## src/rtl/metering_pkg.sv

```systemverilog
package metering_pkg;

    // ------------------------------------------------------------------
    // Register indices and byte addresses (byte address = 4 * index)
    // ------------------------------------------------------------------
    localparam int unsigned ADDR_W          = 18;
    localparam logic [15:0] IDX_PEAK        = 16'he501;
    localparam logic [15:0] IDX_STATUS      = 16'he502;
    localparam logic [15:0] IDX_SIGN        = 16'he617;
    localparam logic [15:0] IDX_ACCUMULATION_MODE_REG     = 16'he701;
    localparam logic [15:0] IDX_PULSE_MODE  = 16'he900;
    localparam logic [15:0] IDX_HALF_CYC    = 16'he901;
    localparam logic [15:0] IDX_LINE_CTRL   = 16'he902;
    localparam logic [15:0] IDX_PHASE_CAL   = 16'he903;
    localparam logic [15:0] IDX_POWER_SMP   = 16'he904;

    localparam logic [17:0] ADDR_PEAK       = {IDX_PEAK, 2'b00};
    localparam logic [17:0] ADDR_STATUS     = {IDX_STATUS, 2'b00};
    localparam logic [17:0] ADDR_SIGN       = {IDX_SIGN, 2'b00};
    localparam logic [17:0] ADDR_ACCUMULATION_MODE_REG    = {IDX_ACCUMULATION_MODE_REG, 2'b00};
    localparam logic [17:0] ADDR_PULSE_MODE = {IDX_PULSE_MODE, 2'b00};
    localparam logic [17:0] ADDR_HALF_CYC   = {IDX_HALF_CYC, 2'b00};
    localparam logic [17:0] ADDR_LINE_CTRL  = {IDX_LINE_CTRL, 2'b00};
    localparam logic [17:0] ADDR_PHASE_CAL  = {IDX_PHASE_CAL, 2'b00};
    localparam logic [17:0] ADDR_POWER_SMP  = {IDX_POWER_SMP, 2'b00};

    // ------------------------------------------------------------------
    // Field positions
    // ------------------------------------------------------------------
    localparam int unsigned ST_TOT_ACT      = 0;
    localparam int unsigned ST_FUND_ACT     = 1;
    localparam int unsigned ST_TOT_REACT    = 2;
    localparam int unsigned ST_FUND_REACT   = 3;
    localparam int unsigned ST_APPARENT     = 4;
    localparam int unsigned ST_LINE_DONE    = 5;
    localparam int unsigned ST_ACT_SIGN     = 6;   // 6..8
    localparam int unsigned ST_SUM1_SIGN    = 9;
    localparam int unsigned ST_REACT_SIGN   = 10;  // 10..12
    localparam int unsigned ST_SUM2_SIGN    = 13;
    localparam int unsigned ST_PULSE        = 14;  // 14..16
    localparam int unsigned ST_DSP_DONE     = 17;
    localparam int unsigned ST_SUM3_SIGN    = 18;
    localparam int unsigned ST_WIDTH        = 19;
    localparam int unsigned SG_ACT          = 0;   // 0..2
    localparam int unsigned SG_SUM1         = 3;
    localparam int unsigned SG_REACT        = 4;   // 4..6
    localparam int unsigned SG_SUM2         = 7;
    localparam int unsigned SG_SUM3         = 8;
    localparam int unsigned ACC_ACT_SEL     = 6;
    localparam int unsigned ACC_REACT_SEL   = 7;
    localparam int unsigned PM_DIS          = 9;   // 9..11
    localparam int unsigned PEAK_PHASE      = 24;  // 24..26

    // ------------------------------------------------------------------
    // Reset values
    // ------------------------------------------------------------------
    localparam logic [7:0]  RST_ACCUMULATION_MODE_REG     = 8'h00;
    localparam logic [11:0] RST_PULSE_MODE  = 12'h000;
    localparam logic [15:0] RST_HALF_CYC    = 16'hffff;
    localparam logic [9:0]  RST_PHASE_CAL   = 10'h000;

    // ------------------------------------------------------------------
    // Transfer formats of narrow registers
    // ------------------------------------------------------------------
    function automatic logic [31:0] zero_pad24(input logic [23:0] v);
        return {8'h00, v};
    endfunction

    function automatic logic [31:0] zero_pad20(input logic [19:0] v);
        return {12'h000, v};
    endfunction

    function automatic logic [31:0] sign_ext24(input logic [23:0] v);
        return {{8{v[23]}}, v};
    endfunction

    function automatic logic [15:0] zero_pad10(input logic [9:0] v);
        return {6'h00, v};
    endfunction

endpackage

```

## src/rtl/metering_event_status.sv

```systemverilog
`timescale 1ns/1ps
// Contract
// - Peak register low 24 bits hold the voltage channel peak magnitude.
// - Bits 24..26 mark phase A, B or C as source of the peak.
// - Peak register bits 31..27 always read zero.
// - Status bit 0 sets on bit-30 change of any total active accumulator.
// - Bit 1 flags fundamental active bit-30 change; zero when absent.
// - Status bit 2 sets on bit-30 change of any total reactive accumulator.
// - Bit 3 flags fundamental reactive bit-30 change; zero when absent.
// - Status bit 4 sets on bit-30 change of any apparent accumulator.
// - Line-cycle mode sets status bit 5 after programmed half cycles.
// - Bits 6..8 flag active sign change; mode bit 6 picks; sign 0..2.
// - Bit 9 flags first path sum sign change; sign in sign bit 3.
// - Bits 10..12 flag reactive sign change; mode bit 7 picks; sign 4..6.
// - Bit 13 flags second path sum sign change; sign in sign bit 7.
// - Bit 18 flags third path sum sign change; sign in sign bit 8.
// - Bits 14..16 set on falling edge of the three raw pulse levels.
// - Pulse flags still set while the matching output pin is disabled.
// - Pulse-mode fields 2:0, 5:3, 8:6 select each output's power type.
// - Status bit 17 sets when each 8 kHz processing cycle finishes.
// - Status bits 31..19 always read zero.
// - 24/20-bit zero-padded registers read as 32 bits, upper bits zero.
// - 24-bit signed sign-extended registers read with sign copied upward.
// - 10-bit registers read as 16 bits with six upper bits zero.
module metering_event_status
    import metering_pkg::*;
#(
    parameter bit HAS_FUND = 1'b1               // Fundamental measurement present
) (
    input  wire logic        pclk,              // Bus and core clock
    input  wire logic        presetn,           // Async reset, active low
    input  wire logic        psel,              // APB select
    input  wire logic        penable,           // APB access phase
    input  wire logic        pwrite,            // APB write
    input  wire logic [17:0] paddr,             // APB byte address
    input  wire logic [31:0] pwdata,            // APB write data
    output logic      [31:0] prdata,            // APB read data
    output logic             pready,            // APB ready
    output logic             pslverr,           // APB error, unmapped addr
    input  wire logic [2:0]  tot_active_bit30,  // Bit 30, phases A..C
    input  wire logic [2:0]  fund_active_bit30, // Bit 30, phases A..C
    input  wire logic [2:0]  tot_react_bit30,   // Bit 30, phases A..C
    input  wire logic [2:0]  fund_react_bit30,  // Bit 30, phases A..C
    input  wire logic [2:0]  apparent_bit30,    // Bit 30, phases A..C
    input  wire logic        half_cycle_tick,   // One pulse per half cycle
    input  wire logic [2:0]  tot_active_neg,    // Sign, 1 = negative
    input  wire logic [2:0]  fund_active_neg,   // Sign, 1 = negative
    input  wire logic [2:0]  tot_react_neg,     // Sign, 1 = negative
    input  wire logic [2:0]  fund_react_neg,    // Sign, 1 = negative
    input  wire logic [2:0]  path_sum_neg,      // Sum sign, paths 1..3
    input  wire logic [2:0]  pulse_level,       // Raw pulse levels 1..3
    input  wire logic        dsp_cycle_done,    // Processing cycle done
    input  wire logic        peak_valid,        // New peak available
    input  wire logic [23:0] peak_value,        // Peak magnitude
    input  wire logic [2:0]  peak_phase,        // Phase that made the peak
    input  wire logic [23:0] power_sample,      // Signed power sample
    output logic             pulse_out_first,   // Pulse pin 1, active low
    output logic             pulse_out_second,  // Pulse pin 2, active low
    output logic             pulse_out_third,   // Pulse pin 3, active low
    output logic      [8:0]  pulse_power_select,// Power type, 3 x 3 bits
    output logic      [9:0]  phase_cal          // Phase calibration value
);

    // ------------------------------------------------------------------
    // State
    // ------------------------------------------------------------------
    typedef struct packed {
        logic [ST_WIDTH-1:0] status;
        logic [23:0]         peak_mag;
        logic [2:0]          peak_src;
        logic [8:0]          signs;
        logic [7:0]          accumulation_mode_reg;
        logic [11:0]         pulse_mode;
        logic [15:0]         half_cyc;
        logic                line_en;
        logic [15:0]         half_cnt;
        logic [9:0]          phase_cal;
        logic [23:0]         power_smp;
        logic [2:0]          prev_ta;
        logic [2:0]          prev_fa;
        logic [2:0]          prev_tr;
        logic [2:0]          prev_fr;
        logic [2:0]          prev_va;
        logic [2:0]          prev_pulse;
        logic                primed;
        logic [2:0]          pins;
        logic [31:0]         rdata;
        logic                ready;
        logic                err;
    } state_t;

    state_t cur_ff;
    state_t nxt_cur;

    // ------------------------------------------------------------------
    // Source selection and bus decode
    // ------------------------------------------------------------------
    logic [2:0]          act_sign;
    logic [2:0]          react_sign;
    logic [8:0]          new_signs;
    logic [ST_WIDTH-1:0] set_vec;
    logic                acc_phase;
    logic                bus_done;
    logic                wr_done;
    logic                mapped;
    logic [31:0]         rd_mux;

    // Without fundamental measurement the total sources are the only ones
    always_comb begin
        if (HAS_FUND && cur_ff.accumulation_mode_reg[ACC_ACT_SEL]) begin
            act_sign = fund_active_neg;
        end else begin
            act_sign = tot_active_neg;
        end
        if (HAS_FUND && cur_ff.accumulation_mode_reg[ACC_REACT_SEL]) begin
            react_sign = fund_react_neg;
        end else begin
            react_sign = tot_react_neg;
        end
        new_signs = {path_sum_neg[2], path_sum_neg[1], react_sign,
                     path_sum_neg[0], act_sign};
    end

    // One wait state: pready rises in the second access cycle
    assign acc_phase = psel && penable;
    assign bus_done  = acc_phase && cur_ff.ready;
    assign wr_done   = bus_done && pwrite && !cur_ff.err;

    // Read mux with every narrow register formatted for transfer
    always_comb begin
        mapped = 1'b1;
        rd_mux = 32'h0000_0000;
        unique case (paddr)
            ADDR_PEAK: begin
                rd_mux = {5'h00, cur_ff.peak_src,
                          cur_ff.peak_mag};
            end
            ADDR_STATUS: begin
                rd_mux = {13'h0000, cur_ff.status};
            end
            ADDR_SIGN: begin
                rd_mux = {16'h0000, 7'h00, cur_ff.signs};
            end
            ADDR_ACCUMULATION_MODE_REG: begin
                rd_mux = {24'h00_0000, cur_ff.accumulation_mode_reg};
            end
            ADDR_PULSE_MODE: begin
                rd_mux = zero_pad20({8'h00, cur_ff.pulse_mode});
            end
            ADDR_HALF_CYC: begin
                rd_mux = {16'h0000, cur_ff.half_cyc};
            end
            ADDR_LINE_CTRL: begin
                rd_mux = {31'h0000_0000, cur_ff.line_en};
            end
            ADDR_PHASE_CAL: begin
                rd_mux = {16'h0000, zero_pad10(cur_ff.phase_cal)};
            end
            ADDR_POWER_SMP: begin
                rd_mux = sign_ext24(cur_ff.power_smp);
            end
            default: begin
                mapped = 1'b0;
            end
        endcase
    end

    // ------------------------------------------------------------------
    // Event detection
    // ------------------------------------------------------------------
    // Edges are only trusted once the history registers hold real levels,
    // otherwise the first cycle after reset would raise false flags.
    always_comb begin
        set_vec = '0;
        if (cur_ff.primed) begin
            set_vec[ST_TOT_ACT] =
                |(tot_active_bit30 ^ cur_ff.prev_ta);
            set_vec[ST_FUND_ACT]  = HAS_FUND &&
                |(fund_active_bit30 ^ cur_ff.prev_fa);
            set_vec[ST_TOT_REACT] =
                |(tot_react_bit30 ^ cur_ff.prev_tr);
            set_vec[ST_FUND_REACT] = HAS_FUND &&
                |(fund_react_bit30 ^ cur_ff.prev_fr);
            set_vec[ST_APPARENT] =
                |(apparent_bit30 ^ cur_ff.prev_va);
            set_vec[ST_ACT_SIGN+:3] =
                new_signs[SG_ACT+:3] ^ cur_ff.signs[SG_ACT+:3];
            set_vec[ST_SUM1_SIGN] =
                new_signs[SG_SUM1] ^ cur_ff.signs[SG_SUM1];
            set_vec[ST_REACT_SIGN+:3] =
                new_signs[SG_REACT+:3] ^ cur_ff.signs[SG_REACT+:3];
            set_vec[ST_SUM2_SIGN] =
                new_signs[SG_SUM2] ^ cur_ff.signs[SG_SUM2];
            set_vec[ST_SUM3_SIGN] =
                new_signs[SG_SUM3] ^ cur_ff.signs[SG_SUM3];
            // Raw levels, before the disable gate, so disabled pins still flag
            set_vec[ST_PULSE+:3] =
                cur_ff.prev_pulse & ~pulse_level;
        end
        set_vec[ST_DSP_DONE] = dsp_cycle_done;
        set_vec[ST_LINE_DONE] = cur_ff.line_en && half_cycle_tick &&
            (cur_ff.half_cnt + 16'h0001 >= cur_ff.half_cyc);
    end

    // ------------------------------------------------------------------
    // Next state
    // ------------------------------------------------------------------
    always_comb begin
        nxt_cur = cur_ff;

        // History of the watched levels
        nxt_cur.prev_ta    = tot_active_bit30;
        nxt_cur.prev_fa    = fund_active_bit30;
        nxt_cur.prev_tr    = tot_react_bit30;
        nxt_cur.prev_fr    = fund_react_bit30;
        nxt_cur.prev_va    = apparent_bit30;
        nxt_cur.prev_pulse = pulse_level;
        nxt_cur.primed     = 1'b1;
        nxt_cur.signs      = new_signs;

        // Sticky flags; a set in the clearing cycle wins
        if (wr_done && paddr == ADDR_STATUS) begin
            nxt_cur.status = (cur_ff.status &
                              ~pwdata[ST_WIDTH-1:0]) | set_vec;
        end else begin
            nxt_cur.status = cur_ff.status | set_vec;
        end

        // Peak capture keeps magnitude and source phase together
        if (peak_valid) begin
            nxt_cur.peak_mag = peak_value;
            nxt_cur.peak_src = peak_phase;
        end

        // Signed sample latched once per processing cycle
        if (dsp_cycle_done) begin
            nxt_cur.power_smp = power_sample;
        end

        // Half cycle counter restarts at each completed integration
        if (!cur_ff.line_en) begin
            nxt_cur.half_cnt = 16'h0000;
        end else if (half_cycle_tick) begin
            if (set_vec[ST_LINE_DONE]) begin
                nxt_cur.half_cnt = 16'h0000;
            end else begin
                nxt_cur.half_cnt = cur_ff.half_cnt + 16'h0001;
            end
        end

        // Pins idle high when disabled; the flag path above is untouched
        nxt_cur.pins = pulse_level | cur_ff.pulse_mode[PM_DIS+:3];

        // Software writable configuration
        if (wr_done) begin
            unique case (paddr)
                ADDR_ACCUMULATION_MODE_REG: begin
                    nxt_cur.accumulation_mode_reg = pwdata[7:0];
                end
                ADDR_PULSE_MODE: begin
                    nxt_cur.pulse_mode = pwdata[11:0];
                end
                ADDR_HALF_CYC: begin
                    nxt_cur.half_cyc = pwdata[15:0];
                end
                ADDR_LINE_CTRL: begin
                    nxt_cur.line_en = pwdata[0];
                end
                ADDR_PHASE_CAL: begin
                    nxt_cur.phase_cal = pwdata[9:0];
                end
                default: begin
                end
            endcase
        end

        // Bus answer: prepare in first access cycle, finish in the next
        if (bus_done) begin
            nxt_cur.ready = 1'b0;
            nxt_cur.err   = 1'b0;
            nxt_cur.rdata = 32'h0000_0000;
        end else if (acc_phase) begin
            nxt_cur.ready = 1'b1;
            nxt_cur.err   = !mapped;
            nxt_cur.rdata = pwrite ? 32'h0000_0000 : rd_mux;
        end
    end

    // ------------------------------------------------------------------
    // Registers
    // ------------------------------------------------------------------
    always_ff @(posedge pclk or negedge presetn) begin
        if (!presetn) begin
            cur_ff            <= '0;
            cur_ff.accumulation_mode_reg    <= RST_ACCUMULATION_MODE_REG;
            cur_ff.pulse_mode <= RST_PULSE_MODE;
            cur_ff.half_cyc   <= RST_HALF_CYC;
            cur_ff.phase_cal  <= RST_PHASE_CAL;
            cur_ff.pins       <= 3'h7;
        end else begin
            cur_ff <= nxt_cur;
        end
    end

    // ------------------------------------------------------------------
    // Outputs, all straight from the state register
    // ------------------------------------------------------------------
    assign prdata             = cur_ff.rdata;
    assign pready             = cur_ff.ready;
    assign pslverr            = cur_ff.err;
    assign pulse_out_first    = cur_ff.pins[0];
    assign pulse_out_second   = cur_ff.pins[1];
    assign pulse_out_third    = cur_ff.pins[2];
    assign pulse_power_select = cur_ff.pulse_mode[8:0];
    assign phase_cal          = cur_ff.phase_cal;

endmodule

```

## config.mk

```make
export PLATFORM = sky130hd
export DESIGN_NAME = metering_event_status
export DESIGN_NICKNAME = d
export VERILOG_FILES = /design/src/rtl/metering_pkg.sv /design/src/rtl/metering_event_status.sv
export SDC_FILE = /design/constraint.sdc
export NUM_CORES = 1
export LEC_CHECK = 0
export BUFFER_PORTS_ARGS = -buffer_cell sky130_fd_sc_hd__buf_4
export CORE_MARGIN = 10
export CORE_UTILIZATION = 35
export CTS_CLUSTER_DIAMETER = 120
export DETAILED_ROUTE_END_ITERATION = 8
export SYNTH_ARGS = -nofsm -noshare
export SYNTH_HDL_FRONTEND = slang
export SYNTH_SLANG_ARGS = --single-unit
```

## constraint.sdc

```tcl
create_clock -name pclk -period 4.29 [get_ports pclk]
set_input_delay 0.429 -clock pclk [delete_from_list [all_inputs] [get_ports pclk]]
set_output_delay 0.429 -clock pclk [all_outputs]
set_load 0.005 [all_outputs]
```

==> metrics <==
worst slew pin tran=1.12 ns; Worst Path Max Fanout=12; leakage=5.18 nW; Fmax achieved=315 MHz; share of layout cells above drive strength 1=0.353; Die ar.=34900 um^2; Synth area leaders=dfrtp_1 45%, mux2_2 8.9%, dfstp_2 5.1%; Final Max Slew Viols=0; # diodes=0; Top Family by Delay on Critical Path=compound AO/OA/AOI/OAI gates; WS Path Type=flop to flop; RSZ-0062 raised after global routing=no; clk_lat worst skew=0.45 ns; Syn Inst Count=877; Fin Setup TNS=0 ns; core area=27600 um^2; final setup vio count=0; CTS Hold Bufs=0; Post-synth EDFFs=0; Clock Skews=0.0115 ns; Post-synth top flop=dfrtp_1; Yosys Warn Count=0; ANT nets after route=0; root buffer cell=clkbuf_16; Post-Syn Nets=1036; Worst path max stage delay=0.49 ns; IO Port Bufs=184; class of the worst hold path=input pin to async pin; Setup crit end kind=flop; WL/cell=20.7 um; DP HPWL=21500 um; dominant cell type by area after synthesis=dfrtp_1; status=finished, final reports clean; maximum vdd drop=223 uV; total wire length=just under 30000 um; M1 WL=between 10000 and 15000 um; Tmin final=3.17 ns; TritonCTS clock tree=done; Clock power frac=0.422; WP data arrival=3.51 ns; synthesis-to-layout area growth=21.3%; crit path from=cur_ff[97]$_DFFE_PN0P_; pwr dens=333 nW/um^2; cts repair resizes=0; largest net degree at the start of global routing=117; sequential share of power=0.495; sequential share of the synthesized area=0.500; clock sinks=194; Final Hold Fails=0; met3 wire len=1820 um; Die Y-Extent=around 190 um; num rows=61; effective utilization at floorplan=0.353; placed cell count=1363; drt first pass iters=7; Yosys top cell area share=0.449; total track usage=0.164; post-synthesis cell type count=72; top-level I/O count=198; met2 wire len=13700 um; CP required=4.63 ns; max_cap viols=0; Switching Power=approximately 1 mW; Chip Width=187 um; Synth async-reset ratio=1.00; Setup Buffers After CTS=0; Combinational Power Share=0.083; first-pass GRT wire length=roughly 45000 um; initial antenna violation count=0; Syn Area/Cell=between 10 and 15 um^2; H-tree depth=4; fill cell count=2698; Vias=7340; DRT iter0 DRCs=498; Rel. slew slack=0.251; max layer used=met4; Final nets=1163; via/cell ratio=around 5.3; vias in the first global route=7811; WP buf/inv=1; non-filler cells, final=1395; CTS buffer count=17; GP Congestion=0.877; Final period util=0.740; Cell Area, Synth=just under 10000 um^2; Setup crit start kind=flop; CTS clk-pin slew, worst paths=0.08 ns; Clock Path Buffers=2; CP cell instances=and4_1 -> nand3_1 -> o21ai_0 -> nand2_1 -> ha_1 -> nand4_1 -> a2111oi_0 -> o41ai_1 -> buf_4 -> and3_1 -> a22o_1; Switching Fraction=0.260; Residual DRC=0; worst r2r src=cur_ff[97]$_DFFE_PN0P_; grt total ovfl=0; P_int=2.91 mW; FF+latch count, synth=194; Slowest-stage cell, CP=dfrtp_1
-- power groups by stage --
stage / clock, mW / sequential [mW] / combinational [mW]
finish: 1.66 / 1.95 / 0.326
global route: 1.78 / 1.96 / 0.361
CTS: 1.71 / 1.95 / 0.332
detailed placement: 0 / 1.99 / 0.331
global placement: 0 / 1.98 / 0.327
floorplan: 0 / 1.97 / 0.132
-- synthesized netlist by cell type, types with 11 or more instances --
cell / instances
nor2_1: 11
a222oi_1: 12
nand3_1: 47
mux2_2: 77
dfstp_2: 19
o21ai_0: 22
o21ai_1: 19
xnor2_1: 27
a22o_1: 24
buf_4: 54
inv_1: 24
ha_1: 17
mux2_1: 13
dfrtp_1: 175
nand2_1: 111
clkbuf_1: 30
nand4_1: 19
-- per-stage QoR --
step	worst slack [ns]	hold WS (ns)	utilization	power (mW)	instance area, um^2
floorplan	1.55	0.133	-	2.10	9750
global placement	1.19	0.462	0.406	2.31	11200
detailed placement	1.14	0.470	0.406	2.32	11200
CTS	1.14	0.0677	0.428	3.99	11800
global route	0.832	0.0703	0.428	4.10	11800
finish	1.12	0.0442	0.428	3.94	11800
-- final timing paths --
path | endpoint | slack [ns] | depth (start not counted)
worst max-delay path | cur_ff[100]$_DFFE_PN0P_ | 1.12 | 11
worst max register to register | cur_ff[100]$_DFFE_PN0P_ | 1.12 | 11
worst min register to register | cur_ff[184]$_DFF_PN0_ | 0.48 | 1
min in group pclk | cur_ff[150]$_DFF_PN0_ | 0.09 | 1
max in group asynchronous | cur_ff[120]$_DFFE_PN1P_ | 3.22 | 2
worst min-delay path | prdata[24]$_DFFE_PN0P_ | 0.04 | 1
-- state kept, by name, summed over array words and instances, names as in the netlist --
signal and cells:
cur_ff 142, phase_cal 10, prdata 28, pready 1, pslverr 1, pulse_out_first 1, pulse_out_second 1, pulse_out_third 1
pulse_power_select 9
-- cells by family after synthesis --
| group | count (synthesis) | synth area share |
|---|---|---|
| and+or+nand+nor | 270 | 0.152 |
| buffers and inverters | 119 | 0.0684 |
| adders and majority gates | 17 | 0.0218 |
| muxes | 90 | 0.104 |
| other | 1 | 0.000385 |
| DFF | 194 | 0.500 |
| xor gates and xnor gates | 37 | 0.0332 |
| AOI/OAI and AO/OA | 149 | 0.120 |
-- area by class of cell --
class	instances	area [um^2]	share of cell area
clock buffers	17	425	0.0360
clock inverters	15	188	0.0159
inverters	24	90.1	0.00762
multi-input cells	564	4230	0.357
flip-flops and latches	194	4880	0.413
well taps	378	473	0.0400
repair buffers	203	1540	0.130
-- metal layers --
metal / up-vias / track usage
li1: 3428 / -
met1: 3621 / 0.211
met2: 247 / 0.264
met3: 44 / 0.0410
met4: 0 / 0.0555
met5: - / 0
-- cells in the final DEF, fill, tap and decap left out, types with 8 or more instances in the layout --
cell type | Yosys | final
xor2_1 | 10 | 10
clkbuf_16 | 0 | 17
o21ai_1 | 19 | 19
nand2_1 | 111 | 111
and4_1 | 10 | 10
and3_1 | 8 | 8
o21ai_0 | 22 | 22
a22oi_1 | 10 | 10
a222oi_1 | 12 | 12
dfrtp_1 | 175 | 175
mux2_2 | 77 | 77
nand3_1 | 47 | 47
xnor2_1 | 27 | 27
inv_1 | 24 | 24
nor2_1 | 11 | 11
dfstp_2 | 19 | 19
mux2_1 | 13 | 13
nand4_1 | 19 | 19
buf_4 | 54 | 201
a22o_1 | 24 | 24
ha_1 | 17 | 17
Power figures use the tool's default switching activity.
